==> src/include/ccs_pkg.sv <==
// Package for the CAN interrupt pending and clock stop block
package ccs_pkg;

  // ************************************************************
  // Register map and field layout
  // ************************************************************
  localparam int          CCS_MAX_CH      = 2;
  localparam logic [7:0]  CCS_OFF_PEND0   = 8'h00;  // Channel pending, next channel +4
  localparam logic [7:0]  CCS_OFF_MASK0   = 8'h08;  // Channel mask, next channel +4
  localparam logic [7:0]  CCS_OFF_STOP    = 8'h10;  // Global stop
  localparam logic [7:0]  CCS_CH_STRIDE   = 8'h04;
  localparam int          CCS_STOP_BIT    = 15;     // Clock stop bit position
  localparam logic [15:0] CCS_STOP_RESET  = 16'h0000;
  localparam logic [4:0]  CCS_PEND_RESET  = 5'h00;
  localparam logic [3:0]  CCS_STRB_HALF   = 4'h3;   // Low 16-bit lanes

  // ************************************************************
  // Carrier types
  // ************************************************************
  // Bit order equals the flag positions 4..0 of the pending register
  typedef struct packed {
    logic wakeup;
    logic rx_err_passive;
    logic tx_err_passive_busoff;
    logic rx_done;
    logic tx_done;
  } ccs_evt_type;

  typedef struct packed {
    ccs_evt_type [CCS_MAX_CH-1:0] pend;
    ccs_evt_type [CCS_MAX_CH-1:0] mask;
    logic                         stop;
    logic                         rx_s1;
    logic                         rx_s2;
    logic                         rx_s3;
    logic                         wake;
    logic [31:0]                  prdata;
    logic                         pslverr;
    logic                         err_acc;
  } ccs_state_type;

endpackage

==> src/rtl/ccs_top.sv <==
// CAN channel interrupt pending flags and global clock stop, APB slave
`timescale 1ns/1ns
`default_nettype none

// Function
// - Wakeup flag reads 1 while a wakeup interrupt from sleep is pending.
// - Receive error passive flag reads 1 while its interrupt is pending.
// - Global stop register is written only as a full 16-bit word; reads take any strobe.
// - Stop bit 0 supplies subsystem clock; 1 stops it.
// - A bus change while stopped can wake the CPU.
// - Writing 1 clears a pending flag; writing 0 leaves it.
// - Flags set only when enabled; disabling does not clear them.
module ccs_top
  import ccs_pkg::*;
#(
  parameter int NUM_CH = 2
) (
  input  wire logic                         i_clk_sys,
  input  wire logic                         i_rst_n,
  input  wire logic                         i_psel,
  input  wire logic                         i_penable,
  input  wire logic                         i_pwrite,
  input  wire logic [7:0]                   i_paddr,
  input  wire logic [31:0]                  i_pwdata,
  input  wire logic [3:0]                   i_pstrb,
  output logic                              o_pready,
  output logic [31:0]                       o_prdata,
  output logic                              o_pslverr,
  input  wire ccs_evt_type [CCS_MAX_CH-1:0] i_evt,
  input  wire ccs_evt_type [CCS_MAX_CH-1:0] i_evt_en,
  input  wire logic                         i_can_rx,
  output logic                              o_subsys_clk_en,
  output logic                              o_cpu_wakeup,
  output logic                              o_irq
);

  // ************************************************************
  // Elaboration checks
  // ************************************************************
  if (NUM_CH < 1 || NUM_CH > CCS_MAX_CH) begin : g_bad_ch
    $error("NUM_CH must be between 1 and CCS_MAX_CH");
  end

  // ************************************************************
  // Reset release
  // ************************************************************
  logic [1:0]    rst_sync_reg;
  logic          rst_n;
  ccs_state_type st_reg;
  ccs_state_type st_next;

  // Two-stage release of the asynchronous reset
  always_ff @(posedge i_clk_sys or negedge i_rst_n) begin
    if (!i_rst_n) begin
      rst_sync_reg <= 2'h0;
    end else begin
      rst_sync_reg <= {rst_sync_reg[0], 1'b1};
    end
  end
  assign rst_n = rst_sync_reg[1];

  // ************************************************************
  // Bus decode
  // ************************************************************
  logic setup_ph;
  logic acc_wr;
  logic sel_stop;
  logic sel_pend [CCS_MAX_CH];
  logic sel_mask [CCS_MAX_CH];
  logic hit;

  assign setup_ph = i_psel & ~i_penable;
  assign acc_wr   = i_psel & i_penable & i_pwrite & ~st_reg.err_acc;

  // Address match for each register
  always_comb begin
    sel_stop = (i_paddr == CCS_OFF_STOP);
    hit      = sel_stop;
    for (int c = 0; c < CCS_MAX_CH; c++) begin
      sel_pend[c] = (c < NUM_CH) &&
                    (i_paddr == CCS_OFF_PEND0 + CCS_CH_STRIDE * 8'(c));
      sel_mask[c] = (c < NUM_CH) &&
                    (i_paddr == CCS_OFF_MASK0 + CCS_CH_STRIDE * 8'(c));
      hit         = hit | sel_pend[c] | sel_mask[c];
    end
  end

  // ************************************************************
  // Next state
  // ************************************************************
  always_comb begin
    st_next = st_reg;
    // CAN receive line passes two flops, third flop feeds the edge check
    st_next.rx_s1 = i_can_rx;
    st_next.rx_s2 = st_reg.rx_s1;
    st_next.rx_s3 = st_reg.rx_s2;

    // Setup phase: check access and capture read data
    if (setup_ph) begin
      st_next.prdata  = 32'h0;
      st_next.err_acc = 1'b0;
      if (!hit) begin
        st_next.err_acc = 1'b1;
      end else if (st_reg.stop && !sel_stop) begin
        st_next.err_acc = 1'b1;  // Refused while stopped
      end else if (sel_stop && i_pwrite && i_pstrb != CCS_STRB_HALF) begin
        st_next.err_acc = 1'b1;  // Only a whole 16-bit write
      end else if (sel_stop) begin
        st_next.prdata[CCS_STOP_BIT] = st_reg.stop;
      end else begin
        for (int c = 0; c < NUM_CH; c++) begin
          if (sel_pend[c]) begin
            st_next.prdata[4:0] = st_reg.pend[c];
          end else if (sel_mask[c]) begin
            st_next.prdata[4:0] = st_reg.mask[c];
          end
        end
      end
      st_next.pslverr = st_next.err_acc;
    end

    // Access phase writes
    if (acc_wr && sel_stop) begin
      st_next.stop = i_pwdata[CCS_STOP_BIT];
    end
    for (int c = 0; c < NUM_CH; c++) begin
      if (acc_wr && sel_mask[c]) begin
        st_next.mask[c] = ccs_evt_type'(i_pwdata[4:0]);
      end
      // Write-one clears, then enabled events set; set wins
      if (acc_wr && sel_pend[c]) begin
        st_next.pend[c] = st_reg.pend[c] & ~ccs_evt_type'(i_pwdata[4:0]);
      end
      // Set only when enabled, never cleared by disable
      st_next.pend[c] = st_next.pend[c] | (i_evt[c] & i_evt_en[c]);
    end

    // Bus activity while stopped raises wakeup until restart
    if (!st_reg.stop) begin
      st_next.wake = 1'b0;
    end else if (st_reg.rx_s2 != st_reg.rx_s3) begin
      st_next.wake = 1'b1;
    end
  end

  // ************************************************************
  // State register
  // ************************************************************
  always_ff @(posedge i_clk_sys or negedge rst_n) begin
    if (!rst_n) begin
      st_reg         <= '0;
      st_reg.stop    <= CCS_STOP_RESET[CCS_STOP_BIT];
      st_reg.rx_s1   <= 1'b1;
      st_reg.rx_s2   <= 1'b1;
      st_reg.rx_s3   <= 1'b1;
      for (int c = 0; c < CCS_MAX_CH; c++) begin
        st_reg.pend[c] <= ccs_evt_type'(CCS_PEND_RESET);
      end
    end else begin
      st_reg <= st_next;
    end
  end

  // ************************************************************
  // Outputs
  // ************************************************************
  logic irq_any;
  always_comb begin
    irq_any = 1'b0;
    for (int c = 0; c < NUM_CH; c++) begin
      irq_any = irq_any | (|(st_reg.pend[c] & st_reg.mask[c]));
    end
  end

  assign o_pready        = 1'b1;  // Zero-wait slave
  assign o_prdata        = st_reg.prdata;
  assign o_pslverr       = st_reg.pslverr & i_psel & i_penable;
  assign o_subsys_clk_en = ~st_reg.stop;
  assign o_cpu_wakeup    = st_reg.wake;
  assign o_irq           = irq_any;
endmodule

`default_nettype wire

==> config.mk <==
export PLATFORM = sky130hd
export DESIGN_NAME = ccs_top
export DESIGN_NICKNAME = d
export VERILOG_FILES = /design/src/include/ccs_pkg.sv /design/src/rtl/ccs_top.sv
export SDC_FILE = /design/constraint.sdc
export NUM_CORES = 1
export LEC_CHECK = 0
export ABC_CLOCK_PERIOD_IN_PS = 1100
export BUFFER_PORTS_ARGS = -buffer_cell sky130_fd_sc_hd__buf_2
export CAP_MARGIN = 25
export CORE_MARGIN = 1
export CORE_UTILIZATION = 35
export CTS_BUF_LIST = sky130_fd_sc_hd__clkbuf_2
export CTS_CLUSTER_DIAMETER = 80
export DETAILED_ROUTE_END_ITERATION = 10
export PLACE_DENSITY = 0.73
export SLEW_MARGIN = 20
export SYNTH_ARGS = -nofsm -noshare
export SYNTH_HDL_FRONTEND = slang
export SYNTH_SLANG_ARGS = --single-unit
==> constraint.sdc <==
create_clock -name i_clk_sys -period 1.1 [get_ports i_clk_sys]
set_input_delay 0.11 -clock i_clk_sys [delete_from_list [all_inputs] [get_ports i_clk_sys]]
set_output_delay 0.11 -clock i_clk_sys [all_outputs]
set_load 0.02 [all_outputs]
; ---- Word-level counts from Yosys, hierarchy flattened
; Index checks and enable logic that the tools add are counted.
[word_totals]
wordCells = 89
input_bits = 70
reg_bits = 34
[op_classes]
eq_ne = 7
mux = 19
bitwise = 23
n_reduce_logical = 12
[op_table]
columns = operator, count
row1 = 2-to-1 mux 5 bit, 10
row2 = bitwise AND 5 bit, 6
row3 = "equality test 8 x 4 -> 1 bit, second input constant", 2
row4 = OR 5 bit, 2
row5 = OR reduction 5 bit, 2
row6 = 2-to-1 mux 1 bit, 9
row7 = "equality test 8 x 3 -> 1 bit, second input constant", 1
row8 = "equality test 8 x 5 -> 1 bit, second input constant", 1
row9 = logical AND 1 bit, 8
row10 = logical NOT 8 bit, 1
row11 = bitwise AND 1 bit, 6
row12 = NOT 5 bit, 1
row13 = OR 1 bit, 5
row14 = "inequality test 4 x 2 -> 1 bit, second input constant", 1
row15 = NOT 1 bit, 3
row16 = "inequality test 2 x 1 -> 1 bit, second input constant", 1
row17 = logical NOT 1 bit, 1
row18 = inequality test 1 bit, 1

; ---- Depth between registers and ports, before layout
; Gate-level depths: netlist of the first run.
[depth]
depth_word = 9
depth_mapped = 5

; ---- Worst setup path after synthesis of the first run
; OpenSTA, ideal clock, no wires.
[synth_timing]
path_kind = input-to-reg
from = input port i_paddr[5]
to = register st_reg[39] in the netlist's numbering
required_time_ns = 0.975
arrival_ns = 1.490
setup_slack_ns = -0.515
stages = 4
path_buffers = 0
cell_sequence = or3_4 -> or2_4 -> nor4b_4 -> mux2_2
[synth_via]
elab_chain_len = 2
[synth_lines]
columns = element, line
row1 = "start, declared", ccs_top.sv:23  ; input wire logic [7:0] i_paddr,
row2 = equality test 8 x 4 -> 1 bit, ccs_top.sv:83  ; (i_paddr == CCS_OFF_MASK0 + CCS_CH_STRIDE * 8'(c));
row3 = logical AND 1 bit, ccs_top.sv:127  ; if (acc_wr && sel_mask[c]) begin
row4 = "end signal, assigned", ccs_top.sv:160  ; st_reg <= st_next;
row5 = "end, declared", ccs_top.sv:49  ; ccs_state_type st_reg;
; Every way passes these cells.
; A chain may end at the register's enable or synchronous reset.

; ---- Worst setup path in the final report of the first run
[layout_timing]
from = register st_reg[57] in the netlist's numbering
to = output port o_irq
[layout_via]
elab_chain_len = 3
[layout_lines]
columns = element, line
row1 = bitwise AND 5 bit, ccs_top.sv:171  ; irq_any = irq_any | (|(st_reg.pend[c] & st_reg.mask[c]));
row2 = OR reduction 5 bit, ccs_top.sv:171
row3 = OR 1 bit, ccs_top.sv:171
row4 = "end, declared", ccs_top.sv:34  ; output logic o_irq
; Every way passes these cells.

==> results.yml, run 1 <==
min_path:
  hold_end: "st_reg[43]$_DFFE_PN0P_"
  hold_depth: 2
  hp-class: "in -> reg"
  hold_start: "i_pwdata[4]"
synth:
  synth_xor_area_share_pct: 0.482
  synth.area.mux_share_pct: 13.6
  yosysSeqAreaShare_pct: 47.0
  synthCells: 160
  ys_types: 33
  synth_most_common_cell: "buf_4"
  synthAdderAreaFrac_pct: 0
  synthFlopType: "dfrtp_1"
  ys_async_sr_fraction_pct: 100
  ys_seq_elements: 34
  synth_area_sq_um: 1820
  syn_avg_cell_area_sq_um: 11.4
  synth.yosys.warnings: 0
  synth-edff-count: 0
  synth_top_area_share_pct: 42.7
  synthSimpleGateAreaFrac_pct: 12.4
  ys_top_cells_by_area: "dfrtp_1, buf_4, mux2_2, mux4_2, a22o_1"
  yosysTopAreaCell: "dfrtp_1"
  synth_top_family_by_area: "buffers and inverters"
  synth-compound-area-share_pct: 9.98
  synth_commonest_cells: "buf_4, dfrtp_1, nand2_1, a22o_1, mux2_2"
setup_path:
  cp_data_arrival_time_ns: 1.56
  cp_cell_sequence: "a22o_1, a221oi_2, nand4_1, buf_4"
  critPathTopFamily: "compound AO/OA/AOI/OAI gates"
  reg2reg_to: "st_reg[39]$_DFFE_PN0P_"
  cp-end-kind: "output port"
  crit_path_max_fanout: 2
  crit_type: "reg -> out"
  start_kind: "flip-flop"
  cp_slowest_cell: "dfrtp_1"
  r2r-start: "st_reg[0]$_DFFE_PN0P_"
  crit_buf_inv: 1
  r2r_cells: 5
  crit_path_max_incr_delay_ns: 0.42
  critPathRequiredTime_ns: 0.99
  r2r_setup_slack_ns: -0.46
timing:
  final-hold-violation-count: 0
  maxSlewViolCount: 0
  timing.hold.ws_ns: 0.0320
  final-setup-viol-count: 31
  fin_skew_ns: 0.00928
  finalCriticalPeriod_ns: 1.67
  fin_crit_sh_pct: 152
  rsz0062_at_grt: "yes"
  fmax_ghz: 0.598
  worst_slack_ns: -0.572
routing:
  initialDrtViolationCount: 57
  drc: 0
  finalWirelength_microns: 5340
  routed_via_density: 4.77
  dr.pass1.iters: 4
  wire_per_inst_microns: 15.7
  ant_nets: 0
  vias: 1628
cts:
  insertion_delay_ns: 0.37
  cts_root_buf: "clkbuf_2"
  clockBufferDepth: 2
  clkTransAtPathRegs_ns: 0.16
  cts_tree: "done"
  clkSinkCount: 34
  htreeDepth: 2
  numCtsBuffers: 5
power_and_ir_drop:
  p_leak_nw: 1.42
  p_per_area_nw_per_um2: 890
  peakVddDrop_uv: 596
floorplanning:
  io_pins: 107
  core_sq_um: 4850
  chipHeight_microns: 74.1
  die_area_sq_um: 5490
  core.rowCount: 25
  die_w_microns: 74.1
  start_util_pct: 37.5
placement:
  place.gp.congestion: 0.868
  dp_cells: 292
  pre_cts_ws_ns: -0.654
  port_buffers: 53
  placed_cell_area_sq_um: 2180
  place_hpwl_microns: 3010
status:
  violations: "negative setup slack"
  outcome: "complete, but fails checks"
layout:
  fin_util_pct: 58.2
  stdcell_area_sq_um: 2820
  filler_cell_count: 381
  areaGrowthSynthToFinish_pct: 55.3
  layout.cells.non_filler: 341
  fin_nets: 343
  antenna_cells: 0
  largest_register_ffs: 23
  drive_gt1_share_pct: 53.3
grt:
  grt_util_all_layers_pct: 19.1
  grt_pass1_vias: 1656
  grt_pass1_wl_microns: 7720
  grt.overflow.total: 0
  grt_max_degree: 22
  antenna_found_initial: 0
flow_run:
  max-cap-violations: 0
## per-layer routing
| layer | part of all wire [%] | GRT usage [%] |
|---|---|---|
| met5 | 0 | 0 |
| met4 | 1.5 | 6.62 |
| met3 | 5.0 | 3.39 |
| met2 | 56 | 37.0 |
| met1 | 38 | 20.7 |
## power by group
group | switching [W] | total (W) | internal, W
sequential | 0.00000528 | 0.00127 | 0.00127
combinational | 0.000236 | 0.000425 | 0.000189
clock | 0.000409 | 0.000815 | 0.000405
## logic make-up (layout without fill, tap and decap cells)
group / after synthesis / after routing
compound gates: 24 / 24
flops: 34 / 34
simple gates: 39 / 39
buf+inv: 43 / 131
other cells: 2 / 28
xor+xnor: 1 / 1
mux: 17 / 17
## per-stage QoR
step                TNS, ns  total power, W
floorplan             -9.20         0.00154
global placement     -13.48         0.00159
detailed placement   -14.44         0.00160
CTS                   -8.20         0.00249
global route         -10.81         0.00260
finish                -9.31         0.00251
## worst reg2reg max path, cell delays in order, from the launching register on
cell	delay [ns]
dfrtp_1	0.41
nand4b_1	0.20
buf_6	0.16
nor4b_4	0.23
buf_6	0.17
mux2_4	0.30
## area by class of cell
| class | count | area (sq um) | area share (%) |
|---|---|---|---|
| Clock buffer | 7 | 35.0 | 1.24 |
| Clock inverter | 1 | 30.0 | 1.06 |
| Inverter | 7 | 28.8 | 1.02 |
| Multi-Input combinational cell | 109 | 917 | 32.5 |
| Sequential cell | 34 | 855 | 30.3 |
| Tap cell | 67 | 83.8 | 2.97 |
| Timing Repair Buffer | 116 | 873 | 30.9 |
## worst max path at each step
stage	startpoint	to	slack, ns	cells past startpoint
2_1_floorplan	i_paddr[5]	st_reg[39]$_DFFE_PN0P_	-0.47	4
3_3_place_gp	i_paddr[5]	st_reg[41]$_DFFE_PN0P_	-0.62	5
3_5_place_dp	i_paddr[5]	st_reg[41]$_DFFE_PN0P_	-0.65	5
4_1_cts	st_reg[47]$_DFFE_PN0P_	o_irq	-0.55	4
5_1_grt	st_reg[57]$_DFF_PN0_	o_irq	-0.64	4
6_report	st_reg[57]$_DFF_PN0_	o_irq	-0.57	4
## timing repair
action / in CTS / in global routing
endpoints found under the setup margin: 29 / 32
hold buffers: 25 / 0
pin swaps: 13 / 7
resized for setup: 35 / 26
gates cloned: 0 / 0
endpoints found under the hold margin: 15 / 0
buffers inserted: 11 / 10
## cell usage in the layout (no fill, tap or decap), types with 2 or more instances in the layout
| master | count |
|---|---|
| mux2_4 | 8 |
| nand2_1 | 9 |
| nand2b_1 | 2 |
| a22o_1 | 11 |
| or3_4 | 3 |
| dfrtp_1 | 31 |
| dlygate4sd3_1 | 25 |
| clkbuf_2 | 7 |
| conb_1 | 28 |
| buf_4 | 27 |
| nor4b_4 | 3 |
| buf_6 | 16 |
| nand4_1 | 2 |
| nand2_2 | 8 |
| nor2_1 | 3 |
| dfstp_2 | 3 |
| a22oi_1 | 3 |
| buf_2 | 48 |
| nor4_4 | 2 |
| inv_2 | 4 |
| inv_1 | 2 |
| o21ai_1 | 4 |
| mux2_2 | 3 |
| mux4_2 | 5 |
Power figures use the tool's default switching activity.
==> run 2, diff against run 1 <==
Settings changed: ABC_AREA set to 1, PLACE_DENSITY 0.73 to 0.71.
==> run 2 against run 1 <==
Net effect: the run still ends with negative setup slack left; global-route usage down 1.9 points; sequential share of layout area down 2.4 points; first-iteration DRC count down 1.8%; final cell count up 28%; non-clock buffer count down 1; combinational power down 11%; cell area up 8.8%; via count up 20%; critical path type unchanged; largest cell class unchanged; highest routed layer unchanged.
==> results.yml, run 2 <==
setup_path:
  cp_slowest_cell: "dfrtp_1"
  crit_path_max_fanout: 2
  cp_data_arrival_time_ns: 1.46
  cp_cell_sequence: "nand2_1, nand2_1, a221oi_2, nand4_1, buf_4"
  crit_buf_inv: 1
  crit_path_max_incr_delay_ns: 0.42
  cp-end-kind: "output port"
  critPathTopFamily: "flip-flops"
  startpoint: "st_reg[51]$_DFF_PN0_"
  r2r-start: "st_reg[0]$_DFFE_PN0P_"
  crit_top_cell: "nand2_1"
  crit_type: "reg -> out"
  start_kind: "flip-flop"
  critPathRequiredTime_ns: 0.99
synth:
  synth-edff-count: 0
  ys_top_cells_by_area: "dfrtp_1, nand2_1, buf_4, inv_1, dfstp_2"
  synth_area_sq_um: 1950
  ys_async_sr_fraction_pct: 100
  synth_xor_area_share_pct: 0
  synth_top_area_share_pct: 39.8
  synth-compound-area-share_pct: 9.31
  synth_most_common_cell: "nand2_1"
  ys_seq_elements: 34
  synthFlopType: "dfrtp_1"
  syn_avg_cell_area_sq_um: 7.89
  synth_top_family_by_area: "simple AND/OR/NAND/NOR gates"
  yosysTopAreaCell: "dfrtp_1"
  synth.area.mux_share_pct: 0
  yosysSeqAreaShare_pct: 43.8
  synth.yosys.warnings: 0
  synth_commonest_cells: "nand2_1, buf_4, dfrtp_1, inv_1, o21ai_0"
  synthSimpleGateAreaFrac_pct: 28.9
  synthAdderAreaFrac_pct: 0
  synthCells: 247
  ys_types: 23
floorplanning:
  core.rowCount: 26
  start_util_pct: 37.2
  die_w_microns: 76.6
  core_sq_um: 5240
  chipHeight_microns: 76.6
  io_pins: 107
  die_area_sq_um: 5870
timing:
  rsz0062_at_grt: "yes"
  fmax_ghz: 0.638
  final-hold-violation-count: 0
  final-setup-viol-count: 23
  tns_ns: -2.57
  fin_crit_sh_pct: 142
  fin_skew_ns: 0.0112
  finalCriticalPeriod_ns: 1.57
  maxSlewViolCount: 0
  worst_slack_ns: -0.467
power_and_ir_drop:
  seqPwrFrac_pct: 57.3
  p_clk_share_pct: 25.6
  switching_power_w: 0.000641
  switching_share_pct: 28.9
  internal_power_w: 0.00158
  p_comb_share_pct: 17.1
  finalPower_w: 0.00222
  p_per_area_nw_per_um2: 722
  p_leak_nw: 1.52
  peakVddDrop_uv: 670
cts:
  htreeDepth: 2
  clockBufferDepth: 2
  clkSinkCount: 34
  insertion_delay_ns: 0.38
  numCtsBuffers: 5
  cts_root_buf: "clkbuf_2"
  cts_tree: "done"
  clkTransAtPathRegs_ns: 0.17
routing:
  routed_via_density: 4.49
  highest-signal-layer: "met4"
  wl_met2_microns: 2520
  dr.pass1.iters: 4
  vias: 1952
  met3RoutedLength_microns: 240
  drc: 0
  wire_per_inst_microns: 11.4
  met1_length_microns: 2130
  initialDrtViolationCount: 56
  finalWirelength_microns: 4970
  ant_nets: 0
grt:
  grt_util_all_layers_pct: 17.2
  antenna_found_initial: 0
  grt_max_degree: 33
  grt_pass1_vias: 1865
  grt.overflow.total: 0
  grt_pass1_wl_microns: 8040
layout:
  largest_register_ffs: 23
  layout_common_cells: "nand2_1, buf_2, buf_4"
  fin_util_pct: 58.6
  stdcell_area_sq_um: 3070
  drive_gt1_share_pct: 42.7
  areaGrowthSynthToFinish_pct: 57.6
  final_common_cell: "nand2_1"
  fin_nets: 434
  antenna_cells: 0
placement:
  place_hpwl_microns: 3250
  pre_cts_ws_ns: -0.262
  place.gp.congestion: 0.830
  placed_cell_area_sq_um: 2370
  port_buffers: 53
min_path:
  hold_start: "i_pwdata[0]"
  hp-class: "in -> reg"
status:
  outcome: "complete, but fails checks"
  violations: "negative setup slack"
flow_run:
  max-cap-violations: 0
==> run 2: final timing paths <==
| kind | to | slack (ns) | cells after the start |
|---|---|---|---|
| max in group asynchronous | rst_sync_reg[1]$_DFF_PN0_ | 0.45 | 3 |
| setup reg to reg | st_reg[41]$_DFFE_PN0P_ | -0.15 | 7 |
| hold reg to reg | st_reg[54]$_DFF_PN0_ | 0.24 | 1 |
| min in group asynchronous | st_reg[54]$_DFF_PN0_ | 0.24 | 1 |
| hold / removal | st_reg[44]$_DFFE_PN0P_ | 0.04 | 3 |
| setup / recovery | o_irq | -0.47 | 5 |
==> run 2: final cells by class <==
cell class                 instances  area (sq um)
clock buffer                       6          30.0
clock inverter                     2          8.76
fill                             464          2170
inverter                          25          93.8
multi-input combinational        183          1080
sequential                        34           856
tap                               70          87.6
timing repair buffer             115           915
==> run 2: through the flow <==
step,std cells,hold slack [ns]
after floorplan,273,-0.186
after global placement,387,-0.104
after detailed placement,387,-0.104
after CTS,425,0.0152
after global routing,435,0.0262
final,435,0.0389
==> run 2: worst reg2reg max path, cell delays in order (launching register included) <==
cell and delay, ns:
dfrtp_1 0.42, inv_2 0.09, nand2_2 0.06, nor2_4 0.10
buf_12 0.16, buf_6 0.11, nand3_4 0.10, o21ai_2 0.15
==> run 2: metal layers <==
metal  global-route usage, %  vias up
met5                       0        -
met4                    7.50        0
met3                    3.47        9
met2                    29.0       78
met1                    21.2      900
li1                        -      965
==> run 2: power groups by stage <==
stage                     combinational [W]  clock (W)  sequential [W]
after floorplan                    0.000224          0         0.00131
after global placement             0.000288          0         0.00129
after detailed placement           0.000293          0         0.00129
after CTS                          0.000372   0.000589         0.00127
after global routing               0.000417   0.000644         0.00127
final                              0.000380   0.000568         0.00127
==> run 2: repair_timing <==
action                                 4_1_cts  5_1_grt
setup buffers                                4       10
hold buffers                                24        0
cloned                                       2        0
pin swaps                                   15       10
setup endpoints to repair                   24       32
resized for setup                           53       29
endpoints found under the hold margin       14        0
==> run 2: logic make-up (layout without fill, tap and decap cells) <==
group / count (synthesis) / in the layout
AND/OR/NAND/NOR: 121 / 123
buffers and inverters: 58 / 148
flip-flops: 34 / 34
AO/OA/AOI/OAI: 32 / 32
other: 2 / 28
